$ cat config.mk
export PLATFORM = sky130hd
export DESIGN_NAME = adc_output_port
export DESIGN_NICKNAME = d
export VERILOG_FILES = /design/src/include/adc_port_pkg.sv /design/src/design/adc_output_port.sv
export VERILOG_INCLUDE_DIRS = /design/src /design/src/include
export SDC_FILE = /design/constraint.sdc
export NUM_CORES = 1
export LEC_CHECK = 0
export BUFFER_PORTS_ARGS = -buffer_cell sky130_fd_sc_hd__buf_2
export CELL_PAD_IN_SITES_DETAIL_PLACEMENT = 2
export CELL_PAD_IN_SITES_GLOBAL_PLACEMENT = 2
export CORE_ASPECT_RATIO = 0.75
export CORE_MARGIN = 4
export CORE_UTILIZATION = 30
export CTS_CLUSTER_SIZE = 24
export DETAILED_ROUTE_END_ITERATION = 8
export GPL_ROUTABILITY_DRIVEN = 0
export MAX_ROUTING_LAYER = met4
export PLACE_DENSITY = 0.6
export SYNTH_ARGS = -nofsm -noshare
export SYNTH_HDL_FRONTEND = slang
export SYNTH_SLANG_ARGS = --single-unit
$ cat constraint.sdc
create_clock -name pclk -period 2 [get_ports pclk]
set_input_delay 0.4 -clock pclk [delete_from_list [all_inputs] [get_ports pclk]]
set_output_delay 0.4 -clock pclk [all_outputs]
set_load 0.01 [all_outputs]
$ cat src/include/adc_port_params.svh
// Constants for the pipelined converter output port.
// Included by the package and the design; defines only.
`ifndef ADC_PORT_PARAMS_SVH
`define ADC_PORT_PARAMS_SVH
`define WORD_BITS        14
`define PIPE_HALF_STEPS  16
`define CONV_STAGES      10
`define SETTLE_TIME_MS   10
`define PCLK_FREQ_KHZ    10000
`define REG_CTRL         12'h000
`define REG_IRQ_STATUS   12'h004
`define REG_IRQ_MASK     12'h008
`define REG_STATE        12'h00C
`define CTRL_FMT_BIT     0
`define IRQ_SETTLED_BIT  0
`define IRQ_OVER_BIT     1
`define IRQ_PDOWN_BIT    2
`define IRQ_BITS         3
`define CTRL_RESET       1'b0
`define MASK_RESET       3'h0
`define PERIOD_BITS      8
`define MSB_FLIP         14'h2000
`endif

$ cat src/include/adc_port_pkg.sv
// Types shared by the converter output port.
// Assumes adc_port_params.svh is on the include path.
`include "adc_port_params.svh"
package adc_port_pkg;
  // One converted sample with its over-range mark
  typedef struct packed {
    logic                    ovr;
    logic [`WORD_BITS-1:0]   code;
  } sample_s;
endpackage

$ cat src/design/adc_output_port.sv
// Digital side of a 14-bit pipelined converter: sampling, pipeline,
// output coding, strobe generation, power-down and an APB register file.
// Assumes the conversion clock and analog code arrive asynchronous to pclk.
// Assumes the package is compiled first; format select is a register bit.
//
// Function
// - Result appears eight conversion cycles after sampling.
// - Sample advances one stage every half cycle.
// - Track while clock high, hold while low.
// - Power-down pin high idles the device.
// - Reference settles 10 ms after release, power-up.
// - Two's complement when format low, Gray high.
// - Strobe copies clock with duty correction.
// - Bus bit zero carries the LSB.
// - Bus bit thirteen carries the MSB.
// - Over-range flag marks out-of-scale input, aligned.
// - Outputs change on falling strobe edge.
// - Input sampled on conversion clock falling edge.
`include "adc_port_params.svh"
module adc_output_port #(
  parameter int SETTLE_CYCLES = `SETTLE_TIME_MS * `PCLK_FREQ_KHZ
) (
  input  wire logic                  pclk,
  input  wire logic                  presetn,
  input  wire logic                  clk_en,
  input  wire logic                  psel,
  input  wire logic                  penable,
  input  wire logic                  pwrite,
  input  wire logic [11:0]           paddr,
  input  wire logic [31:0]           pwdata,
  output logic      [31:0]           prdata,
  output logic                       pready,
  output logic                       pslverr,
  input  wire logic                  conversion_clock_pos,
  input  wire logic [`WORD_BITS-1:0] analog_code,
  input  wire logic                  analog_over,
  input  wire logic                  power_down_pin,
  output logic      [`WORD_BITS-1:0] sample_word,
  output logic      [`WORD_BITS-1:0] sample_word_oe_n,
  output logic                       over_range_flag,
  output logic                       over_range_flag_oe_n,
  output logic                       data_valid_strobe,
  output logic                       data_valid_strobe_oe_n,
  output logic                       irq
);
  localparam int CW = $clog2(SETTLE_CYCLES + 1);
  typedef adc_port_pkg::sample_s sample_t;

  // two's or Gray
  // Output coding: Gray is taken over offset binary; the MSB flip turns
  // two's complement into offset binary first
  function automatic sample_t encode(input sample_t s, input logic gray);
    logic [`WORD_BITS-1:0] ob;
    encode = s;
    ob = s.code ^ `MSB_FLIP;
    if (gray) begin
      encode.code = ob ^ (ob >> 1);
    end
  endfunction

  // Two-flop synchronisers for all pins from outside pclk
  // The third flop only feeds edge detection; nothing but the second
  // stage reads the first, so a metastable value never reaches logic.
  // The analog word is not Gray coded: it is only taken while the
  // conversion clock is high, long after the word last changed.
  logic                  clk_s1_q, clk_s2_q, clk_s3_q;
  logic                  pd_s1_q, pd_s2_q, pd_s3_q;
  sample_t               ain_s1_q, ain_s2_q;
  always_ff @(posedge pclk or negedge presetn) begin
    if (!presetn) begin
      {clk_s1_q, clk_s2_q, clk_s3_q} <= 3'h0;
      {pd_s1_q, pd_s2_q, pd_s3_q}    <= 3'h0;
      ain_s1_q <= '0;
      ain_s2_q <= '0;
    end else if (clk_en) begin
      clk_s1_q <= conversion_clock_pos;
      clk_s2_q <= clk_s1_q;
      clk_s3_q <= clk_s2_q;
      pd_s1_q  <= power_down_pin;
      pd_s2_q  <= pd_s1_q;
      pd_s3_q  <= pd_s2_q;
      ain_s1_q <= {analog_over, analog_code};
      ain_s2_q <= ain_s1_q;
    end
  end

  // Edge events of the sampled conversion clock and power-down pin
  // Both edges come from one flop pair, so rise and fall never fire
  // together and keep the pin's timing relation.
  wire fall_evt = clk_s3_q & ~clk_s2_q;
  wire rise_evt = ~clk_s3_q & clk_s2_q;
  wire edge_evt = fall_evt | rise_evt;
  wire pd_fell  = pd_s3_q & ~pd_s2_q;
  wire pd_rose  = ~pd_s3_q & pd_s2_q;

  // track and hold
  // The hold starts two pclk cycles after the pin falls, matching the
  // delay of the analog word through its own synchroniser.
  sample_t held_q;
  always_ff @(posedge pclk or negedge presetn) begin
    if (!presetn) begin
      held_q <= '0;
    end else if (clk_en && clk_s2_q) begin
      held_q <= ain_s2_q;
    end
  end

  // half-cycle shift, ten stages then output alignment
  // Ten stages plus six alignment steps make sixteen half steps, so a
  // word leaves exactly eight conversion periods after it entered.
  sample_t pipe_q [`PIPE_HALF_STEPS];
  always_ff @(posedge pclk or negedge presetn) begin
    if (!presetn) begin
      for (int i = 0; i < `PIPE_HALF_STEPS; i++) pipe_q[i] <= '0;
    end else if (clk_en && edge_evt) begin
      // entry only on the falling edge
      pipe_q[0] <= fall_evt ? held_q : pipe_q[0];
      for (int i = 1; i < `PIPE_HALF_STEPS; i++) pipe_q[i] <= pipe_q[i-1];
    end
  end

  // Register file state
  logic                  fmt_q;
  logic [`IRQ_BITS-1:0]  irq_stat_q, irq_mask_q;
  logic [CW-1:0]         settle_cnt_q;
  logic                  settling_q;
  sample_t               out_q;
  wire sample_t          coded = encode(pipe_q[`PIPE_HALF_STEPS-1], fmt_q);

  // word loads on the eighth falling edge after sampling
  // bit zero stays the LSB, bit thirteen the MSB
  always_ff @(posedge pclk or negedge presetn) begin
    if (!presetn) begin
      out_q <= '0;
    end else if (clk_en && fall_evt) begin
      out_q <= coded;
    end
  end

  // strobe rebuilt from measured period, fixed half-period high
  // The period is re-measured every cycle, so a new rate is followed
  // after one period; a stalled clock saturates the counter instead
  // of wrapping into a false strobe.
  logic [`PERIOD_BITS-1:0] per_cnt_q, half_q;
  logic                    strobe_q;
  wire                     cnt_full = &per_cnt_q;
  always_ff @(posedge pclk or negedge presetn) begin
    if (!presetn) begin
      per_cnt_q <= '0;
      half_q    <= '0;
      strobe_q  <= 1'b0;
    end else if (clk_en) begin
      per_cnt_q <= fall_evt ? '0 : per_cnt_q + {{(`PERIOD_BITS-1){1'b0}}, ~cnt_full};
      if (fall_evt) begin
        half_q <= (per_cnt_q + 1'b1) >> 1;
      end
      // strobe falls with the word update
      if (fall_evt) begin
        strobe_q <= 1'b0;
      end else if (per_cnt_q + 1'b1 == half_q) begin
        strobe_q <= 1'b1;
      end
    end
  end

  // settle counter after reset and power-down release
  // Outputs are not gated while settling: the receiver discards those
  // words itself, from the state register or the settled interrupt.
  always_ff @(posedge pclk or negedge presetn) begin
    if (!presetn) begin
      settle_cnt_q <= '0;
      settling_q   <= 1'b1;
    end else if (clk_en) begin
      if (pd_s2_q || pd_fell) begin
        settle_cnt_q <= '0;
        settling_q   <= 1'b1;
      end else if (settling_q) begin
        settle_cnt_q <= settle_cnt_q + 1'b1;
        settling_q   <= (settle_cnt_q != CW'(SETTLE_CYCLES - 1));
      end
    end
  end

  // pins released while powered down; enables are active low
  logic oe_n_q;
  always_ff @(posedge pclk or negedge presetn) begin
    if (!presetn) begin
      oe_n_q <= 1'b1;
    end else if (clk_en) begin
      oe_n_q <= pd_s2_q;
    end
  end

  // APB decode; answers in the first access cycle
  wire acc      = psel & penable & pready;
  wire hit_ctrl = paddr == `REG_CTRL;
  wire hit_stat = paddr == `REG_IRQ_STATUS;
  wire hit_mask = paddr == `REG_IRQ_MASK;
  wire hit_st   = paddr == `REG_STATE;
  wire mapped   = hit_ctrl | hit_stat | hit_mask | hit_st;
  wire [31:0] rd_mux =
    hit_ctrl ? {31'h0, fmt_q} :
    hit_stat ? {29'h0, irq_stat_q} :
    hit_mask ? {29'h0, irq_mask_q} :
    hit_st   ? {15'h0, out_q.ovr, out_q.code, pd_s2_q, settling_q} :
               32'h0000_0000;
  wire [`IRQ_BITS-1:0] ev = {pd_rose, fall_evt & coded.ovr,
                             settling_q & ~pd_s2_q & ~pd_fell &
                             (settle_cnt_q == CW'(SETTLE_CYCLES - 1))};
  wire rd_clr = acc & ~pwrite & hit_stat;
  // Only the bits handed out are cleared, so an event that lands after
  // the capture in the setup cycle survives the read.
  wire [`IRQ_BITS-1:0] stat_kept =
    rd_clr ? (irq_stat_q & ~prdata[`IRQ_BITS-1:0]) : irq_stat_q;

  always_ff @(posedge pclk or negedge presetn) begin
    if (!presetn) begin
      pready     <= 1'b0;
      pslverr    <= 1'b0;
      prdata     <= 32'h0000_0000;
      fmt_q      <= `CTRL_RESET;
      irq_mask_q <= `MASK_RESET;
      irq_stat_q <= '0;
      irq        <= 1'b0;
    end else if (clk_en) begin
      pready  <= psel & ~penable;
      pslverr <= psel & ~penable & ~mapped;
      if (psel && !penable) begin
        prdata <= rd_mux;
      end
      if (acc && pwrite && hit_ctrl) begin
        fmt_q <= pwdata[`CTRL_FMT_BIT];
      end
      if (acc && pwrite && hit_mask) begin
        irq_mask_q <= pwdata[`IRQ_BITS-1:0];
      end
      // New events win over the read clear
      irq_stat_q <= stat_kept | ev;
      irq        <= |((stat_kept | ev) & irq_mask_q);
    end
  end

  // Pins straight from flops; released pins keep their value inside and
  // only the enables move, so the receiver sees its pull levels.
  assign sample_word            = out_q.code;
  assign over_range_flag        = out_q.ovr;
  assign data_valid_strobe      = strobe_q;
  assign sample_word_oe_n       = {`WORD_BITS{oe_n_q}};
  assign over_range_flag_oe_n   = oe_n_q;
  assign data_valid_strobe_oe_n = oe_n_q;
endmodule

==> impl_metrics.toml, run 1 <==
[detailed_routing]
wire_per_inst_um = 15.7
wirelength_um = 29200
drt_iter0_drc = 385
ant_nets = 0
dr.pass1.iters = 6
routed_via_density = 4.55
drcViolationCount = 0
vias = 8423

[logic_synthesis]
synth_cell_type_count = 54
syn_inst = 1062
ys_seq_area_share_pct = 62.0
synth_edf_count = 0
async_flop_share_pct = 100
yosysWarnings = 0
synth_ff_type = "dfrtp_1"
synth.ff_latch_count = 368
netlist_area_sq_um = 14900
syn_avg_cell_area_sq_um = 14.0

[layout]
fin_util_pct = 35.9
fill_cells = 4939
syn_to_final_growth_pct = 17.9
n_antenna_cell = 0
layout.nets = 1245
final_cells = 1852
layout-drive-gt1-share_pct = 41.0

[floorplanning]
dieArea_sq_um = 53200
num_rows = 70
start_util_pct = 30.4
dieWidth_um = 265
core_sq_um = 48900
die_y_um = 201
io_pins = 134

[worst_setup_path]
critPathRequiredTime_ns = 2.44
worstSetupPathType = "reg -> reg"
rr_startpoint = "per_cnt_q[1]"
crit_slowest_cell = "dfrtp_1"
worst_setup_path_start_kind = "flip-flop"
cp_slowest_stage_delay_ns = 0.44
cp-end-kind = "flip-flop"
r2r-end = "data_valid_strobe"
crit_arrival_ns = 2.28
r2r_cells = 5
rrSetupSlack_ns = 0.16
cp_max_fo = 6
critPathTopFamily = "simple AND/OR/NAND/NOR gates"
path_cells = "ha_1 > xor2_1 > nor4_1 > nand4_1 > o31ai_1"
path_buf_inv = 0

[timing]
min_period_over_period_pct = 92.2
hold_violations = 0
worst_slack_ns = 0.156
rsz0062_at_grt = "false"
slew_viol_final = 0
slew_headroom_pct = 64.4
fin_crit_ns = 1.84
max_clock_freq_mhz = 542
tightestPinTransition_ns = 0.530
setup_violations = 0
skew_ns = 0.0253
fin_tns_setup_ns = 0

[clock_tree]
cts_htree_levels = 2
clock-sinks = 368
worst_skew_pair.late_latency_ns = 0.54
clkSlewWorstSetupHoldPaths_ns = 0.06
numCtsBuffers = 41
cts_tree = "built"
clockRootBuffer = "clkbuf_16"
cts.path.max_buffers = 3

[global_routing]
grt_max_degree = 56
antenna_found_initial = 0
grt_pass1_wl_um = 50200
track_usage_pct = 11.5
grt_pass1_vias = 9357
overflow = 0

[min_path]
holdCritStartpoint = "analog_code[6]"
min-delay-path-class = "in -> reg"
hold_end = "ain_s1_q[6]"
whs_path_depth = 2

[run_status]
status = "finished, final reports clean"

[job]
cap_violations = 0

[placed_design]
port_buffers = 89
placed_cells = 1776
place_ws_ns = 0.0538
dp_hpwl_um = 19800

[power]
ir_worst_vdd_v = 0.000514
p_per_area_nw_per_um2 = 1270
p_leak_nw = 8.36
layout make-up:
class,instances,area [sq um],area share (%)
clock buffer,64,1180,6.75
sequential,368,9210,52.6
tap,648,811,4.63
clock inverter,10,130,0.743
inverter,13,48.8,0.278
multi-input combinational,613,5130,29.3
timing repair buffer,136,1010,5.77
how the worst max path moves through the flow:
stage,to,start,slack (ns),cells after the start
CTS,per_cnt_q[5],per_cnt_q[1],0.13,6
floorplan,pipe_q[0],clk_s2_q,0.28,7
detailed placement,irq_mask_q[0],paddr[1],0.05,5
global route,per_cnt_q[4],per_cnt_q[6],0.0007,9
global placement,irq_mask_q[0],paddr[1],0.09,5
finish,data_valid_strobe,per_cnt_q[1],0.16,5
Yosys cell counts, drive strengths merged, types with 5 or more instances:
cell	number	area share (%)
nand3b	5	0.25
nor2	24	0.62
a22o	16	1.0
and3	10	0.49
inv	13	0.33
xor2	30	1.8
ha	5	0.42
dfrtp	366	62
o21ai	38	1.3
a21oi	6	0.20
mux2	279	21
nand2	105	2.7
nand4	11	0.46
nand3	14	0.51
buf	68	3.3
clkbuf	14	0.35
xnor2	11	0.65
sequential cells by signal, summed over array words and instances, names as in the netlist, 3 cells and up:
signal / count
per_cnt_q: 8
pipe_q: 239
irq_mask_q: 3
prdata: 17
settle_cnt_q: 17
half_q: 7
ain_s1_q: 15
irq_stat_q: 3
held_q: 15
ain_s2_q: 15
sample_word: 14
through the flow:
stage | hold slack, ns | cell area, sq um | power [mW]
after global placement | 0.331 | 16200 | 14.8
final | 0.0838 | 17500 | 22.2
after detailed placement | 0.331 | 16200 | 15.2
after CTS | 0.0505 | 17500 | 22.7
after floorplan | 0.104 | 14900 | 13.8
after global routing | 0.0487 | 17500 | 23.7
repair_timing:
item | CTS | global route
hold endpoints to repair | 31 | 0
buffers inserted | 0 | 1
setup endpoints to repair | 0 | 1
hold buffers | 1 | 0
resized for setup | 0 | 1
placed cells by master, fill, tap and decap left out, types with 5 or more instances in the layout:
master and count:
buf_12 16, clkbuf_8 7, ha_1 5, a21oi_1 6, o21ai_0 38, xnor2_1 11
a22o_2 9, nand4_1 11, buf_2 88, nand3_1 13, nand2_1 104, and3_1 8
nor2_1 22, mux2_2 275, buf_4 30, inv_1 12, a22o_1 7, clkbuf_16 41
nand3b_1 5, xor2_1 30, clkbuf_1 16, conb_1 15, dfrtp_1 366
cells by family (layout without fill, tap and decap cells):
kind of cell | count (synthesis) | count (layout) | synth area share, %
flops | 368 | 368 | 62.0
fa+ha+maj | 5 | 5 | 0.421
mux | 280 | 280 | 21.3
other cells | 1 | 15 | 0.0252
xor+xnor | 42 | 42 | 2.57
simple gates | 191 | 191 | 6.16
buf+inv | 95 | 223 | 3.97
compound gates | 80 | 80 | 3.59
routing by layer:
layer	routed length [um]	up-vias	track usage, %	share of wire [%]
met2	13900	100	18.1	48
li1	-	3865	-	-
met3	1060	45	2.36	3.6
met5	0	-	-	0
met1	13700	4413	15.5	47
met4	520	0	2.77	1.8
report_power, final:
part | total [mW] | internal [mW] | switching [mW]
combinational | 3.87 | 2.36 | 1.51
clock | 7.29 | 4.34 | 2.96
sequential | 11.0 | 9.77 | 1.26
total | 22.2 | 16.5 | 5.72
Power figures use the tool's default switching activity.
==> run 2, diff against run 1 <==
Settings changed: CORE_MARGIN 4 to 3.
==> run 2 against run 1 <==
  * Sequential cell count did not move
  * Setup slack better by 0.015 ns
  * Non-clock buffer count is 2 lower
  * Wire length rose by 0.59%
  * Design area shrank 0.49%
  * Count of clock-buffer cells in the layout down 12
  * Global-route usage increased by 0.22 points
  * Largest cell class unchanged
==> impl_metrics.toml, run 2 (synthesized netlist as in run 1, its figures left out) <==
[timing]
slew_headroom_pct = 63.5
hold_violations = 0
rsz0062_at_grt = "false"
fin_hold_ws_ns = 0.0989
fin_crit_ns = 1.83
fin_tns_setup_ns = 0
tightestPinTransition_ns = 0.544
skew_ns = 0.0161
slew_viol_final = 0
worst_slack_ns = 0.171
min_period_over_period_pct = 91.4
setup_violations = 0
max_clock_freq_mhz = 547

[layout]
final_area_sq_um = 17400
multi_input_area_sq_um = 5120
syn_to_final_growth_pct = 17.3
largest_reg_flops = 239
layout_common_cells = "dfrtp_1, mux2_2, nand2_1, buf_2, clkbuf_16"
regMostFlops = "pipe_q"
fin_util_pct = 36.2
layout.nets = 1241
layout-drive-gt1-share_pct = 41.4
fill_cells = 4929
top_regs = "pipe_q x239, prdata x17, settle_cnt_q x17"
regArea_sq_um = 9210
n_antenna_cell = 0
final_common_cell = "dfrtp_1"

[global_routing]
grt_pass1_vias = 9279
grt_pass1_wl_um = 49800
antenna_found_initial = 0
grt_max_degree = 69
overflow = 0
track_usage_pct = 11.8

[detailed_routing]
routed_via_density = 4.56
wire_per_inst_um = 16.0
ant_nets = 0
drcViolationCount = 0
vias = 8364
dr.pass1.iters = 4
drt_iter0_drc = 235
wirelength_um = 29300

[power]
ir_worst_vdd_v = 0.000485
p_per_area_nw_per_um2 = 1270
pwr-share-clk_pct = 32.7
switching_share_pct = 26.0
p_sw_mw = 5.74
combPwrFrac_pct = 17.4
seqPwrFrac_pct = 49.9
p_int_mw = 16.4
p_leak_nw = 8.32

[clock_tree]
worst_skew_pair.late_latency_ns = 0.53
clock-sinks = 368
cts_tree = "built"
cts.path.max_buffers = 3
clockRootBuffer = "clkbuf_16"
numCtsBuffers = 39
clkSlewWorstSetupHoldPaths_ns = 0.07
cts_htree_levels = 2

[worst_setup_path]
crit_slowest_cell = "dfrtp_1"
crit_path_start = "per_cnt_q[6]"
path_cells = "nand4_1 > nor2_1 > nand3_1 > ha_1 > ha_1 > nand3_1 > nor3_1 > a21oi_1 > o2bb2ai_1"
rr_startpoint = "per_cnt_q[6]"
critPathRequiredTime_ns = 2.41
worst_setup_path_start_kind = "flip-flop"
crit_arrival_ns = 2.24
cp_max_fo = 4
path_buf_inv = 0
worstSetupPathType = "reg -> reg"
cp-end-kind = "flip-flop"
rrSetupSlack_ns = 0.17
cp_slowest_stage_delay_ns = 0.42
critPathTopFamily = "simple AND/OR/NAND/NOR gates"

[floorplanning]
start_util_pct = 30.9
num_rows = 69
dieArea_sq_um = 52300
core_sq_um = 48200
die_y_um = 199
dieWidth_um = 263
io_pins = 134

[placed_design]
dpl_cell_area_sq_um = 16200
place_ws_ns = 0.112
dp_hpwl_um = 19700
port_buffers = 89

[min_path]
min-delay-path-class = "in -> reg"
holdCritStartpoint = "analog_code[7]"

[job]
cap_violations = 0

[run_status]
status = "finished, final reports clean"
[run 2: cell count changes in the layout (fill, tap and decap cells not counted), moves of 2 or more]
cell	before	now
clkbuf_1	16	5
clkbuf_16	41	39
clkinv_2	4	7
clkinv_8	2	0
clkinvlp_4	0	4
[run 2: path summary, 6_finish.rpt]
check / end / cells past startpoint
max: per_cnt_q[4] / 9
min: ain_s1_q[7] / 2
max reg2reg: per_cnt_q[4] / 9
min reg2reg: pipe_q[232] / 2
max in group asynchronous: settling_q / 4
min in group asynchronous: pipe_q[8] / 2
[run 2: power by group through the flow]
stage | clock (mW) | sequential (mW) | combinational [mW]
after floorplan | 0 | 10.6 | 3.17
after global placement | 0 | 11.1 | 3.70
after detailed placement | 0 | 11.2 | 3.92
after CTS | 7.55 | 11.1 | 3.96
after global routing | 7.85 | 11.4 | 4.33
final | 7.23 | 11.0 | 3.85
[run 2: what timing repair did]
item                                    4_1_cts  5_1_grt
endpoints found under the setup margin        0        1
hold endpoints to repair                     24        0
buffers inserted                              0        1
gates resized for setup                       0        0
hold buffers                                  1        0
[run 2: cell type report]
cell class | instances | area share, %
repair buffers | 134 | 5.64
clock buffers | 52 | 6.34
inverters | 13 | 0.280
clock inverters | 15 | 0.940
flip-flops and latches | 368 | 52.8
well taps | 639 | 4.59
multi-input cells | 613 | 29.4
[run 2: per-layer routing]
| metal | vias up | track usage, % | share of wire [%] |
|---|---|---|---|
| li1 | 3863 | - | - |
| met3 | 43 | 2.44 | 3.8 |
| met1 | 4358 | 15.4 | 48 |
| met5 | - | - | 0 |
| met2 | 100 | 18.8 | 47 |
| met4 | 0 | 2.94 | 1.9 |
[run 2: per-stage QoR]
stage	power [mW]	cells
after floorplan	13.8	1076
after global placement	14.8	1765
after detailed placement	15.2	1765
after CTS	22.6	1833
after global routing	23.6	1834
final	22.1	1834
[run 2: worst reg2reg max path, delay by kind of cell (launching register included)]
family                     cells  cell delay, ns
and+or+nand+nor                5            0.61
adders and majority gates      2            0.46
DFF                            1            0.42
AOI/OAI and AO/OA              2            0.23
==> run 3, diff against run 2 <==
Settings changed: CTS_BUF_LIST from default to sky130_fd_sc_hd__clkbuf_16, TNS_END_PERCENT from default to 10.
==> run 3 against run 2 <==
  * First-iteration DRC count is 23% higher
  * Setup slack better by 0.027 ns
  * Wire length fell by 0.47%
  * Hold slack about the same
  * Power decreased by 1.6%
  * Fmax up 1.5%
  * Clock skew increased by 0.0030 ns
  * Critical path depth did not move
  * Global-route usage down 0.067 points
  * Critical path type unchanged
  * Largest cell class unchanged
  * Highest routed layer unchanged
==> impl_metrics.toml, run 3 (synthesized netlist as in run 1, its figures left out) <==
[placed_design]
dpl_cell_area_sq_um = 16200
dp_hpwl_um = 19700
port_buffers = 89
place_ws_ns = 0.112

[detailed_routing]
drt_iter0_drc = 290
routed_via_density = 4.56
ant_nets = 0
wire_per_inst_um = 15.9
vias = 8358
wirelength_um = 29200
drcViolationCount = 0
dr.pass1.iters = 4

[power]
p_per_area_nw_per_um2 = 1250
p_leak_nw = 8.30
ir_worst_vdd_v = 0.000480

[timing]
rsz0062_at_grt = "false"
worst_slack_ns = 0.198
max_clock_freq_mhz = 555
hold_violations = 0
skew_ns = 0.0191
tightestPinTransition_ns = 0.554
slew_headroom_pct = 62.9
fin_crit_ns = 1.80
min_period_over_period_pct = 90.1
setup_violations = 0
slew_viol_final = 0
fin_tns_setup_ns = 0

[layout]
syn_to_final_growth_pct = 16.8
final_area_sq_um = 17400
layout_common_cells = "dfrtp_1, mux2_2, nand2_1, buf_2, clkbuf_16"
largest_reg_flops = 239
final_common_cell = "dfrtp_1"
layout-drive-gt1-share_pct = 40.8
regMostFlops = "pipe_q"
layout.nets = 1241
top_regs = "pipe_q x239, prdata x17, settle_cnt_q x17"
n_antenna_cell = 0
fin_util_pct = 36.0

[global_routing]
grt_pass1_wl_um = 49500
track_usage_pct = 11.7
grt_max_degree = 69
antenna_found_initial = 0
grt_pass1_vias = 9267
overflow = 0

[clock_tree]
clockRootBuffer = "clkbuf_16"
cts_tree = "built"
clkSlewWorstSetupHoldPaths_ns = 0.07
clock-sinks = 368
numCtsBuffers = 39
cts.path.max_buffers = 3
worst_skew_pair.late_latency_ns = 0.53
cts_htree_levels = 2

[floorplanning]
dieWidth_um = 263
dieArea_sq_um = 52300
die_y_um = 199
io_pins = 134
num_rows = 69
core_sq_um = 48200
start_util_pct = 30.9

[worst_setup_path]
critPathRequiredTime_ns = 2.41
critPathTopFamily = "simple AND/OR/NAND/NOR gates"
worst_setup_path_start_kind = "flip-flop"
crit_arrival_ns = 2.21
worstSetupPathType = "reg -> reg"
path_cells = "nand4_1 > nor2_2 > nand3_1 > ha_1 > ha_1 > nand3_1 > nor3_1 > a21oi_1 > o2bb2ai_1"
cp-end-kind = "flip-flop"
cp_max_fo = 4
cp_slowest_stage_delay_ns = 0.42
crit_path_start = "per_cnt_q[6]"
path_buf_inv = 0
rr_startpoint = "per_cnt_q[6]"
crit_slowest_cell = "dfrtp_1"

[run_status]
status = "finished, final reports clean"

[min_path]
holdCritStartpoint = "analog_code[7]"
min-delay-path-class = "in -> reg"

[job]
cap_violations = 0
-- run 3: cell count changes in the layout (fill, tap and decap cells not counted) --
cell      previous run  this run
clkbuf_1             5         0
nor2_2               1         2
clkbuf_8             8         0
nor2_1              23        22
clkinv_1             0         8
inv_1               12        17
-- run 3: final timing paths --
| kind | end | slack, ns | cells after the start |
|---|---|---|---|
| worst max-delay path | per_cnt_q[4] | 0.20 | 9 |
| worst min-delay path | ain_s1_q[7] | 0.1 | 2 |
| worst max register to register | per_cnt_q[4] | 0.20 | 9 |
| worst min register to register | pipe_q[232] | 0.47 | 2 |
| max in group asynchronous | settling_q | 0.84 | 4 |
| min in group asynchronous | pipe_q[8] | 0.35 | 2 |
-- run 3: repair_timing --
action                                  4_1_cts  5_1_grt
endpoints found under the setup margin        0        3
endpoints found under the hold margin        24        0
setup buffers                                 0        1
gates resized for setup                       0        1
hold buffers                                  1        0
-- run 3: worst register-to-register path, stage by stage (launching register included) --
cell	delay, ns
dfrtp_1	0.42
nand4_1	0.16
nor2_2	0.14
nand3_1	0.10
ha_1	0.22
ha_1	0.24
nand3_1	0.13
nor3_1	0.06
a21oi_1	0.14
o2bb2ai_1	0.09
-- run 3: power breakdown --
part	internal, mW	total, mW	switching (mW)
sequential	9.77	11.0	1.28
combinational	2.35	3.85	1.50
clock	3.93	6.87	2.93
-- run 3: area by class of cell --
cell class	instances	area, sq um
clock buffer	39	976
clock inverter	28	213
fill	4939	30800
inverter	13	48.8
multi-input combinational	613	5130
sequential	368	9210
tap	639	800
timing repair buffer	134	983
-- run 3: metrics by stage --
stage | hold slack, ns | total power [mW] | cells
finish | 0.0989 | 21.8 | 1834
global route | 0.0677 | 23.2 | 1834
CTS | 0.0624 | 22.3 | 1833
detailed placement | 0.292 | 15.2 | 1765
global placement | 0.290 | 14.8 | 1765
floorplan | 0.104 | 13.8 | 1076
-- run 3: metal layers --
metal  vias to the layer above  global-route usage, %  share of wire, %
li1                       3865                      -                 -
met5                         -                      -                 0
met1                      4351                   15.3                48
met4                         0                   2.90               1.9
met3                        42                   2.41               3.8
met2                       100                   18.7                47
